===== src/rtl/pllcr_pkg.sv =====
// Register map, field positions, reset values and timing counts of the PLL control bank.
// Assumes a byte-wide register port addressed by the printed register offsets.
package pllcr_pkg;

  // ==========================================================================
  // Register offsets
  localparam logic [7:0] PLLCR_ADDR_CTRL_A     = 8'h38;
  localparam logic [7:0] PLLCR_ADDR_CTRL_B     = 8'h39;
  localparam logic [7:0] PLLCR_ADDR_NDIV_HIGH  = 8'h3a;
  localparam logic [7:0] PLLCR_ADDR_NDIV_LOW   = 8'h3b;
  localparam logic [7:0] PLLCR_ADDR_NUM_TOP    = 8'h3c;
  localparam logic [7:0] PLLCR_ADDR_NUM_MID    = 8'h3d;
  localparam logic [7:0] PLLCR_ADDR_NUM_LOW    = 8'h3e;
  localparam logic [7:0] PLLCR_ADDR_STATUS     = 8'h3f;

  // ==========================================================================
  // Field positions
  localparam int PLLCR_BIT_POWER_DOWN = 0;
  localparam int PLLCR_BIT_RESYNC_EN  = 1;
  localparam int PLLCR_BIT_DOUBLER    = 4;
  localparam int PLLCR_BIT_RSVD_B5    = 5;
  localparam int PLLCR_BIT_CAL_DONE   = 0;
  localparam int PLLCR_BIT_PLL_ON     = 1;
  localparam int PLLCR_BIT_CAL_BUSY   = 2;

  // ==========================================================================
  // Widths and masks of writable bits
  localparam int         PLLCR_NDIV_W   = 12;
  localparam int         PLLCR_NUM_W    = 22;
  localparam logic [7:0] PLLCR_MASK_A   = 8'h03;
  localparam logic [7:0] PLLCR_MASK_B   = 8'h3f;
  localparam logic [7:0] PLLCR_MASK_NIB = 8'h0f;
  localparam logic [7:0] PLLCR_MASK_TOP = 8'h3f;

  // ==========================================================================
  // Reset values
  localparam logic [7:0] PLLCR_RST_CTRL_A    = 8'h02;
  localparam logic [7:0] PLLCR_RST_CTRL_B    = 8'h18;
  localparam logic [7:0] PLLCR_RST_NDIV_HIGH = 8'h00;
  localparam logic [7:0] PLLCR_RST_NDIV_LOW  = 8'h66;
  localparam logic [7:0] PLLCR_RST_NUM       = 8'h00;

  // ==========================================================================
  // Charge pump codes
  localparam logic [3:0] PLLCR_CP_MAX_STEP = 4'h7;
  localparam logic [3:0] PLLCR_CP_HIGH     = 4'h8;

  // ==========================================================================
  // Calibration timing
  localparam int PLLCR_CLK_MHZ       = 200;
  localparam int PLLCR_CAL_TIME_US   = 10;
  localparam int PLLCR_CAL_CYCLES    = PLLCR_CAL_TIME_US * PLLCR_CLK_MHZ;
  localparam int PLLCR_CAL_CNT_W     = 16;

  typedef enum logic [1:0] {PLLCR_CAL_OFF, PLLCR_CAL_RUN, PLLCR_CAL_LOCKED} pllcr_cal_state_t;

endpackage : pllcr_pkg


===== src/rtl/pllcr_calseq.sv =====
// Calibration sequencer: holds the PLL off while powered down and runs a timed calibration on release.
// Assumes power_down comes from a register on the same clock.
module pllcr_calseq
  import pllcr_pkg::*;
#(
  parameter int CAL_CYCLES = PLLCR_CAL_CYCLES
)
(
  // Clock and reset
  input  wire logic ref_clk,
  input  wire logic nrst,
  // Control
  input  wire logic power_down,
  // State
  output logic      pll_enable,
  output logic      cal_reset,
  output logic      cal_busy,
  output logic      cal_done
);

  pllcr_cal_state_t             state_r;
  pllcr_cal_state_t             state_nxt;
  logic [PLLCR_CAL_CNT_W-1:0]   cnt_r;
  logic [PLLCR_CAL_CNT_W-1:0]   cnt_nxt;
  localparam logic [PLLCR_CAL_CNT_W-1:0] CAL_LAST = PLLCR_CAL_CNT_W'(CAL_CYCLES - 1);

  // ==========================================================================
  // Sequencing
  always_comb
  begin
    state_nxt = state_r;
    cnt_nxt   = cnt_r;
    unique case (state_r)
      PLLCR_CAL_OFF:
      begin
        cnt_nxt = '0;
        if (!power_down)
          state_nxt = PLLCR_CAL_RUN;
      end
      PLLCR_CAL_RUN:
      begin
        cnt_nxt = cnt_r + 1'b1;
        if (cnt_r == CAL_LAST)
          state_nxt = PLLCR_CAL_LOCKED;
      end
      PLLCR_CAL_LOCKED: ;
    endcase
    if (power_down)
      state_nxt = PLLCR_CAL_OFF;
  end

  // Reset lands in the off state so calibration starts one cycle later, as after power-up.
  always_ff @(posedge ref_clk)
  begin
    if (!nrst)
    begin
      state_r <= PLLCR_CAL_OFF;
      cnt_r   <= '0;
    end
    else
    begin
      state_r <= state_nxt;
      cnt_r   <= cnt_nxt;
    end
  end

  assign pll_enable = (state_r != PLLCR_CAL_OFF);
  assign cal_reset  = (state_r == PLLCR_CAL_OFF);
  assign cal_busy   = (state_r == PLLCR_CAL_RUN);
  assign cal_done   = (state_r == PLLCR_CAL_LOCKED);

endmodule : pllcr_calseq


===== src/rtl/pllcr_sync.sv =====
// Per-channel resync request generator for outputs sourced by the PLL.
// Assumes sync_event is already synchronised to ref_clk.
module pllcr_sync
#(
  parameter int NUM_CH = 8
)
(
  // Clock and reset
  input  wire logic              ref_clk,
  input  wire logic              nrst,
  // Control
  input  wire logic              resync_en,
  input  wire logic              sync_event,
  input  wire logic [NUM_CH-1:0] ch_uses_pll,
  // Per-channel pulse
  output logic      [NUM_CH-1:0] ch_resync
);

  logic [NUM_CH-1:0] pulse_r;

  // ==========================================================================
  // One flop per channel
  for (genvar i = 0; i < NUM_CH; i++)
  begin : g_ch
    always_ff @(posedge ref_clk)
    begin
      if (!nrst)
        pulse_r[i] <= 1'b0;
      else
        pulse_r[i] <= sync_event & resync_en & ch_uses_pll[i];
    end
  end

  assign ch_resync = pulse_r;

endmodule : pllcr_sync


===== src/rtl/pllcr_top.sv =====
// PLL control register bank: byte registers steering the PLL, its calibration and output resync.
// Assumes a same-clock register port with one-cycle strobes; sync_in is an asynchronous pin.
//
// What this block does
// - Resync enable resyncs PLL-sourced channels; resets 1.
// - Power-down resets 0; PLL calibrates after reset.
// - Power-down set disables PLL, resets calibration.
// - Power-down cleared re-enables PLL, recalibrates automatically.
// - Bit 4 enables primary doubler; resets 1.
// - Four-bit charge pump code; resets to 8.
// - Twelve-bit integer divider over two registers.
// - Divider codes 0 and 1 give ratio 1.
// - Divider resets to 0x066, ratio 102.
// - Numerator 22 bits; top and mid reset zero.
// - Numerator low byte in third register, resets zero.
module pllcr_top
  import pllcr_pkg::*;
#(
  parameter int NUM_CH     = 8,
  parameter int CAL_CYCLES = PLLCR_CAL_CYCLES
)
(
  // Clock and reset
  input  wire logic                    ref_clk,
  input  wire logic                    nrst,
  // Register port
  input  wire logic [7:0]              reg_addr,
  input  wire logic [7:0]              reg_wdata,
  input  wire logic                    reg_wr,
  input  wire logic                    reg_rd,
  output logic      [7:0]              reg_rdata,
  // Output channel sync
  input  wire logic                    sync_in,
  input  wire logic [NUM_CH-1:0]       ch_uses_pll,
  output logic      [NUM_CH-1:0]       ch_resync,
  // Analog PLL controls
  output logic                         pll_enable,
  output logic                         cal_reset,
  output logic                         primary_ref_doubler_enable,
  output logic      [3:0]              charge_pump_gain,
  output logic      [PLLCR_NDIV_W-1:0] integer_feedback_divider,
  output logic      [PLLCR_NUM_W-1:0]  frac_numerator
);

  // ==========================================================================
  // Registers
  logic [7:0] ctrl_a_r;
  logic [7:0] ctrl_b_r;
  logic [7:0] ndiv_high_r;
  logic [7:0] ndiv_low_r;
  logic [7:0] num_top_r;
  logic [7:0] num_mid_r;
  logic [7:0] num_low_r;
  logic [7:0] rdata_r;
  logic [7:0] rdata_nxt;
  logic       sync_meta_r;
  logic       sync_r;
  logic       sync_d_r;
  logic       pll_enable_r;
  logic       cal_reset_r;
  logic [3:0] cp_r;
  logic [PLLCR_NDIV_W-1:0] ndiv_ratio_r;

  // ==========================================================================
  // Decode
  wire        wr_a    = reg_wr && (reg_addr == PLLCR_ADDR_CTRL_A);
  wire        wr_b    = reg_wr && (reg_addr == PLLCR_ADDR_CTRL_B);
  wire        wr_nh   = reg_wr && (reg_addr == PLLCR_ADDR_NDIV_HIGH);
  wire        wr_nl   = reg_wr && (reg_addr == PLLCR_ADDR_NDIV_LOW);
  wire        wr_top  = reg_wr && (reg_addr == PLLCR_ADDR_NUM_TOP);
  wire        wr_mid  = reg_wr && (reg_addr == PLLCR_ADDR_NUM_MID);
  wire        wr_low  = reg_wr && (reg_addr == PLLCR_ADDR_NUM_LOW);

  wire        power_down = ctrl_a_r[PLLCR_BIT_POWER_DOWN];
  wire        resync_en  = ctrl_a_r[PLLCR_BIT_RESYNC_EN];
  wire        sync_event = sync_r & ~sync_d_r;
  wire        cal_en;
  wire        cal_rst;
  wire        cal_busy;
  wire        cal_done;
  wire [PLLCR_NDIV_W-1:0] ndiv_code = {ndiv_high_r[3:0], ndiv_low_r};
  wire [PLLCR_NDIV_W-1:0] ndiv_eff  = (ndiv_code <= PLLCR_NDIV_W'(1)) ?
                                      PLLCR_NDIV_W'(1) : ndiv_code;
  // Codes 0 and above 8 are undefined; they fall back to the reset current rather than reach the pump.
  wire        cp_code_legal = ((ctrl_b_r[3:0] <= PLLCR_CP_MAX_STEP) && (ctrl_b_r[3:0] != 4'h0))
                              || (ctrl_b_r[3:0] == PLLCR_CP_HIGH);
  wire [3:0]  cp_eff = (cp_code_legal) ? ctrl_b_r[3:0] : PLLCR_CP_HIGH;
  wire [7:0]  status = {5'h00, cal_busy, cal_en, cal_done};

  // ==========================================================================
  // Read mux; registers read back as stored, so reserved bit 5 of ctrl_b_r is not masked
  always_comb
  begin
    unique case (reg_addr)
      PLLCR_ADDR_CTRL_A:    rdata_nxt = ctrl_a_r;
      PLLCR_ADDR_CTRL_B:    rdata_nxt = ctrl_b_r;
      PLLCR_ADDR_NDIV_HIGH: rdata_nxt = ndiv_high_r;
      PLLCR_ADDR_NDIV_LOW:  rdata_nxt = ndiv_low_r;
      PLLCR_ADDR_NUM_TOP:   rdata_nxt = num_top_r;
      PLLCR_ADDR_NUM_MID:   rdata_nxt = num_mid_r;
      PLLCR_ADDR_NUM_LOW:   rdata_nxt = num_low_r;
      PLLCR_ADDR_STATUS:    rdata_nxt = status;
      default:              rdata_nxt = 8'h00;
    endcase
    if (!reg_rd)
      rdata_nxt = 8'h00;
  end

  // ==========================================================================
  // Register writes; only documented bits and reserved bit 5 of ctrl_b_r are stored
  always_ff @(posedge ref_clk)
  begin
    if (!nrst)
    begin
      ctrl_a_r    <= PLLCR_RST_CTRL_A;
      ctrl_b_r    <= PLLCR_RST_CTRL_B;
      ndiv_high_r <= PLLCR_RST_NDIV_HIGH;
      ndiv_low_r  <= PLLCR_RST_NDIV_LOW;
      num_top_r   <= PLLCR_RST_NUM;
      num_mid_r   <= PLLCR_RST_NUM;
      num_low_r   <= PLLCR_RST_NUM;
    end
    else
    begin
      if (wr_a)
        ctrl_a_r <= reg_wdata & PLLCR_MASK_A;
      if (wr_b)
        ctrl_b_r <= reg_wdata & PLLCR_MASK_B;
      if (wr_nh)
        ndiv_high_r <= reg_wdata & PLLCR_MASK_NIB;
      if (wr_nl)
        ndiv_low_r <= reg_wdata;
      if (wr_top)
        num_top_r <= reg_wdata & PLLCR_MASK_TOP;
      if (wr_mid)
        num_mid_r <= reg_wdata;
      if (wr_low)
        num_low_r <= reg_wdata;
    end
  end

  // ==========================================================================
  // Sync pin capture and read data
  always_ff @(posedge ref_clk)
  begin
    if (!nrst)
    begin
      sync_meta_r <= 1'b0;
      sync_r      <= 1'b0;
      sync_d_r    <= 1'b0;
      rdata_r     <= 8'h00;
    end
    else
    begin
      sync_meta_r <= sync_in;
      sync_r      <= sync_meta_r;
      sync_d_r    <= sync_r;
      rdata_r     <= rdata_nxt;
    end
  end

  // ==========================================================================
  // Registered analog controls, so every output comes from a flop
  always_ff @(posedge ref_clk)
  begin
    if (!nrst)
    begin
      pll_enable_r <= 1'b0;
      cal_reset_r  <= 1'b1;
      cp_r         <= PLLCR_CP_HIGH;
      ndiv_ratio_r <= {PLLCR_RST_NDIV_HIGH[3:0], PLLCR_RST_NDIV_LOW};
    end
    else
    begin
      pll_enable_r <= cal_en;
      cal_reset_r  <= cal_rst;
      cp_r         <= cp_eff;
      ndiv_ratio_r <= ndiv_eff;
    end
  end

  // ==========================================================================
  // Submodules
  pllcr_calseq #(
    .CAL_CYCLES (CAL_CYCLES)
  ) u_calseq (
    .ref_clk    (ref_clk),
    .nrst       (nrst),
    .power_down (power_down),
    .pll_enable (cal_en),
    .cal_reset  (cal_rst),
    .cal_busy   (cal_busy),
    .cal_done   (cal_done)
  );

  pllcr_sync #(
    .NUM_CH (NUM_CH)
  ) u_sync (
    .ref_clk     (ref_clk),
    .nrst        (nrst),
    .resync_en   (resync_en),
    .sync_event  (sync_event),
    .ch_uses_pll (ch_uses_pll),
    .ch_resync   (ch_resync)
  );

  assign reg_rdata                  = rdata_r;
  assign pll_enable                 = pll_enable_r;
  assign cal_reset                  = cal_reset_r;
  assign primary_ref_doubler_enable = ctrl_b_r[PLLCR_BIT_DOUBLER];
  assign charge_pump_gain           = cp_r;
  assign integer_feedback_divider   = ndiv_ratio_r;
  assign frac_numerator             = {num_top_r[5:0], num_mid_r, num_low_r};

endmodule : pllcr_top


===== config.mk =====
export PLATFORM = sky130hd
export DESIGN_NAME = pllcr_top
export DESIGN_NICKNAME = d
export VERILOG_FILES = /design/src/rtl/pllcr_pkg.sv /design/src/rtl/pllcr_calseq.sv /design/src/rtl/pllcr_sync.sv /design/src/rtl/pllcr_top.sv
export SDC_FILE = /design/constraint.sdc
export NUM_CORES = 1
export LEC_CHECK = 0
export ABC_AREA = 0
export BUFFER_PORTS_ARGS = -buffer_cell sky130_fd_sc_hd__buf_4
export CAP_MARGIN = 20
export CORE_ASPECT_RATIO = 1.2
export CORE_MARGIN = 2
export CORE_UTILIZATION = 40
export DETAILED_ROUTE_END_ITERATION = 10
export GPL_TIMING_DRIVEN = 0
export HOLD_SLACK_MARGIN = 0.08
export SYNTH_ARGS = -nofsm -noshare
export SYNTH_HDL_FRONTEND = slang
export SYNTH_HIERARCHICAL = 1
export SYNTH_SLANG_ARGS = --single-unit

===== constraint.sdc =====
create_clock -name ref_clk -period 3.32 [get_ports ref_clk]
set_input_delay 0.498 -clock ref_clk [delete_from_list [all_inputs] [get_ports ref_clk]]
set_output_delay 0.498 -clock ref_clk [all_outputs]
set_load 0.02 [all_outputs]

Word-level counts from Yosys, hierarchy flattened
Index checks and enable logic that the tools add are counted.
{ "totals": {"elab_cells": 77, "out_inout_bits": 57, "input_bits": 29, "ff_bits": 97} }
{ "op_classes": {"magnitude_cmp": 2, "bitwise_logic": 12, "n_addsub": 1, "n_reduce_logical": 18, "muxes": 5, "eq_ne": 13} }
{ "ops": {"columns": ["op", "n"], "rows": [
  ["8-bit by 6-bit == test with 1-bit output (second input constant)", 8],
  ["8-bit one-hot mux with 8 select lines", 1],
  ["16-bit one-hot mux with 2 select lines", 1],
  ["16-bit by 1-bit adder with 16-bit output (second input constant)", 1],
  ["16-bit by 11-bit == test with 1-bit output (second input constant)", 1],
  ["12-bit by 1-bit less-or-equal comparator with 1-bit output (second input constant)", 1],
  ["1-bit AND", 10],
  ["1-bit logical AND", 8],
  ["7-bit two-way mux", 1],
  ["2-bit AND reduction", 3],
  ["4-bit == test (second input constant)", 1],
  ["4-bit by 3-bit less-or-equal comparator with 1-bit output (second input constant)", 1],
  ["2-bit one-hot mux with 2 select lines", 1],
  ["2-bit nonzero test", 2],
  ["4-bit nonzero test", 1],
  ["2-bit OR reduction", 2],
  ["2-bit by 1-bit == test with 1-bit output (second input constant)", 1],
  ["2-bit == test (second input constant)", 1],
  ["2-bit logical NOT", 1],
  ["2-bit two-way mux", 1],
  ["2-bit by 1-bit inequality test with 1-bit output (second input constant)", 1],
  ["1-bit inverter", 2],
  ["1-bit logical OR", 1]
]} }

Depth between registers and ports, before layout
{ "depth": {"ltp_word": 4, "ltp_mapped": 5, "mapped_depth_nobuf": 4} }

Cells and area by module
The synthesis kept the hierarchy.
{ "by_module_without_submodules": {"columns": ["module", "n_inst", "area_per_inst_um2", "cells_each", "seq_area_each_um2"], "rows": [
  ["pllcr_top", 1, 2788.9, 262, 1421.4],
  ["pllcr_calseq", 1, 898.4, 99, 360.3],
  ["pllcr_sync", 1, 230.2, 16, 160.2]
]} }

Worst setup path after synthesis
OpenSTA, ideal clock, no wires.
{ "synth_path": {"path_type": "input-to-reg", "start": "in reg_addr[7]", "end": "reg ndiv_low_r[2]", "cell_stages": 3, "path_buffers": 0, "setup_slack_ns": 1.675, "arrival_ns": 1.524, "setup_ns": 0.121, "t_required_ns": 3.199, "path_cell_list": "nand4b_2 -> nor3_4 -> mux2_2"} }
{ "synth_between": {"elab_chain_len": 2} }
{ "synth_rtl": {"columns": ["element", "line_no", "rtl"], "rows": [
  ["from (decl)", "pllcr_top.sv:27", "input wire logic [7:0] reg_addr,"],
  ["8-bit by 6-bit == test with 1-bit output", "pllcr_top.sv:69", "wire wr_nl = reg_wr && (reg_addr == PLLCR_ADDR_NDIV_LOW);"],
  ["1-bit logical AND", "pllcr_top.sv:69", null],
  ["to (signal assigned)", "pllcr_top.sv:132", "ndiv_low_r <= reg_wdata;"],
  ["to (decl)", "pllcr_top.sv:50", "logic [7:0] ndiv_low_r;"]
]} }
Every way passes these cells.
A chain may end at the register's enable or synchronous reset.

Final worst setup path
{ "layout_path": {"start": "in nrst", "end": "reg rdata_r[3] (netlist: reg_rdata[3])"} }
{ "layout_between": {"elab_chain_len": 1} }
{ "layout_rtl": {"columns": ["element", "line_no", "rtl"], "rows": [
  ["from (decl)", "pllcr_top.sv:25", "input wire logic nrst,"],
  ["2-bit AND reduction (no line)", null, null],
  ["to (signal assigned)", "pllcr_top.sv:158", "rdata_r <= rdata_nxt;"],
  ["to (decl)", "pllcr_top.sv:54", "logic [7:0] rdata_r;"]
]} }
Every way passes these cells.

==> impl_metrics.yaml <==
drt:
  dr.pass1.iters: 4
  drt_wl_total_mm: 9.95
  drcViolationCount: 0
  vias_per_cell: 5.24
  drtIter0Drc: 93
  num_vias: 3147
  avgRoutedWirePerCell_um: 16.6
  antenna_left: 0
logic_synthesis:
  synth_nets: 407
  synth_top_family_by_area: "simple AND/OR/NAND/NOR gates"
  ys_ff_latch: 97
  synth_xor_area_share_pct: 0.894
  synth_mux_area_share_pct: 16.4
  ys_seq_area_share_pct: 49.6
  yosys_warnings: 6
  avgSynthCellArea_sq_um: 10.4
  syn-instance-count: 377
  synth_compound_area_share_pct: 6.13
  synth_flop_cell: "dfxtp_1"
  async_flop_share_pct: 0
  syn_area_sq_um: 3920
  synth_edf_count: 0
  synth_cell_type_count: 49
  synthAdderAreaFrac_pct: 0.319
  yosys.area_share.simple_pct: 23.4
clock_network:
  holdBufCountCts: 0
  cts_buffer_depth: 2
  clkSinkCount: 97
  cts-root-buf: "clkbuf_16"
  clk_pin_slew_ps: 60
  cts_buffers: 9
  ctsHtreeMaxLevel: 3
  tritoncts: "built"
  cts_resized: 0
  postCtsSetupBuffers: 0
  clk_latency_ps: 340
die:
  start_util_pct: 41.2
  io_pins: 86
  dieArea_sq_um: 10600
  rows: 39
  fp.dieW_um: 94.3
  die_height_um: 112
  core-area_sq_um: 9520
timing:
  fin_skew_ps: 7.70
  fin_hold_ws_ps: 366
  period_share_pct: 54.5
  rsz0062_at_grt: "false"
  setup_viol: 0
  worst_pin_slew_ps: 656
  tns_ps: 0
  max-slew-margin-rel_pct: 56.1
  hold_viol: 0
  slew_violations: 0
  timing.fmax_mhz: 553
  fin_crit_ps: 1810
global_routing:
  first_global_vias: 3042
  grt_max_degree: 21
  grt_overflow_total: 0
  grt_first_pass_wirelength_mm: 15.8
  grt_usage_pct: 19.7
  antenna_found_initial: 0
worst_hold_path:
  hp-start: "sync_in"
  hp-class: "primary input to flip-flop"
  holdPathEnd: "sync_meta_r$_SDFF_PN0_"
  whs_path_depth: 2
cells_and_area:
  syn2layout_area_growth_pct: 27.6
  layout_common_cells: "dfxtp_1, buf_4, nand2_1"
  final_common_cell: "dfxtp_1"
  diodes: 0
  nNetsFinal: 503
  drive_gt1_share_pct: 27.0
critical_path:
  rr_worst_depth: 5
  critPathCaptureType: "flip-flop"
  start_kind: "primary input"
  r2r-start: "u_calseq/state_r[1]$_SDFFE_PP0P_"
  reg2reg_to: "reg_rdata[1]$_SDFF_PN0_"
  cp_max_fo: 20
  worstPathArrival_ps: 2040
  r2r_slack_ps: 1690
  critPathKind: "primary input to flip-flop"
  crit_required_ps: 3550
run:
  max_cap_viol_count: 0
place:
  io_buffers: 85
  dpl.hpwl_mm: 7.31
  gp_congestion: 0.811
pwr:
  leakagePower_nw: 2.20
  ir_drop_uv: 290
  p_per_area_nw_per_um2: 463
run_status:
  status: "finished clean"
[area by class of cell]
class / count / area, sq um
clock inverters: 3 / 40.0
clock buffers: 13 / 250
plain buffers: 18 / 85.1
well taps: 123 / 154
inverters: 12 / 45.0
repair buffers: 85 / 638
multi-input cells: 250 / 1850
flip-flops and latches: 97 / 1940
fillers: 922 / 4520
[per-layer routing]
layer | global-route usage [%] | part of all wire (%) | vias to the layer above
met5 | 0 | 0 | -
met4 | 9.76 | 3.1 | 0
met2 | 32.7 | 50 | 95
met1 | 24.5 | 42 | 1495
li1 | - | - | 1535
met3 | 3.29 | 4.8 | 22
[metrics by stage]
stage	instances	cell area [sq um]	utilization, %	power [W]	setup slack, ps
floorplan	377	3920	-	0.00127	1680
global placement	585	4710	49.5	0.00133	1190
detailed placement	585	4710	49.5	0.00133	1170
CTS	601	5000	52.5	0.00234	1510
global route	601	5000	52.5	0.00239	1280
finish	601	5000	52.5	0.00232	1510
[worst max-delay path by stage]
stage          depth (start not counted)  slack, ps                          to        start
2_1_floorplan                          3       1680  ndiv_low_r[2]$_SDFFE_PN1P_  reg_addr[7]
3_3_place_gp                           4       1190     reg_rdata[3]$_SDFF_PN0_         nrst
3_5_place_dp                           4       1170     reg_rdata[3]$_SDFF_PN0_         nrst
4_1_cts                                4       1510     reg_rdata[3]$_SDFF_PN0_         nrst
5_1_grt                                4       1280     reg_rdata[3]$_SDFF_PN0_         nrst
6_report                               4       1510     reg_rdata[3]$_SDFF_PN0_         nrst
[registers in the layout, indices dropped and copies added (netlist names)]
register,count
cal_reset,1
charge_pump_gain,4
ctrl_a_r,2
ctrl_b_r,6
integer_feedback_divider,12
ndiv_high_r,4
ndiv_low_r,8
num_low_r,8
num_mid_r,8
num_top_r,6
pll_enable,1
reg_rdata,8
sync_d_r,1
sync_meta_r,1
sync_r,1
u_calseq/cnt_r,16
u_calseq/state_r,2
u_sync/ch_resync,8
[synth_stat cells, drive strengths merged, types with 3 or more instances]
library cell,number,share of area (%)
a21oi,7,0.89
a221oi,4,0.89
a22oi,3,0.57
and2,7,1.1
and3b,5,1.1
and4,8,1.8
buf,9,1.3
clkbuf,9,0.89
dfxtp,97,50
inv,12,1.1
mux2,7,2.0
mux2i,45,11
mux4,5,2.9
nand2,57,5.5
nand2b,13,2.1
nand3,5,0.64
nand4,4,0.64
nand4b,4,1.8
nor2,7,0.67
nor2b,12,1.9
nor3,5,1.2
nor4,8,1.3
o21ai,6,0.77
o31ai,3,0.57
o41ai,3,0.67
or3,3,0.48
or4,4,0.86
[kinds of logic (layout without fill, tap and decap cells)]
logic type / after synthesis / after routing
xor+xnor: 4 / 4
buf+inv: 30 / 131
mux: 57 / 57
simple gates: 153 / 153
flops: 97 / 97
fa+ha+maj: 1 / 1
compound gates: 35 / 35
[power breakdown]
group	internal [W]	total [W]	leakage [nW]	switching (W)
clock network	0.000603	0.00101	0.144	0.000410
registers	0.00117	0.00118	0.784	0.00000432
logic	0.0000552	0.000127	1.27	0.0000722
total	0.00183	0.00232	2.20	0.000487
[worst max-delay path, cell delays in order]
cell and delay (ps):
buf_4 200, clkbuf_1 420, nand4b_1 480, a311oi_1 440
Note: power is estimated with default switching activity, not from simulation.
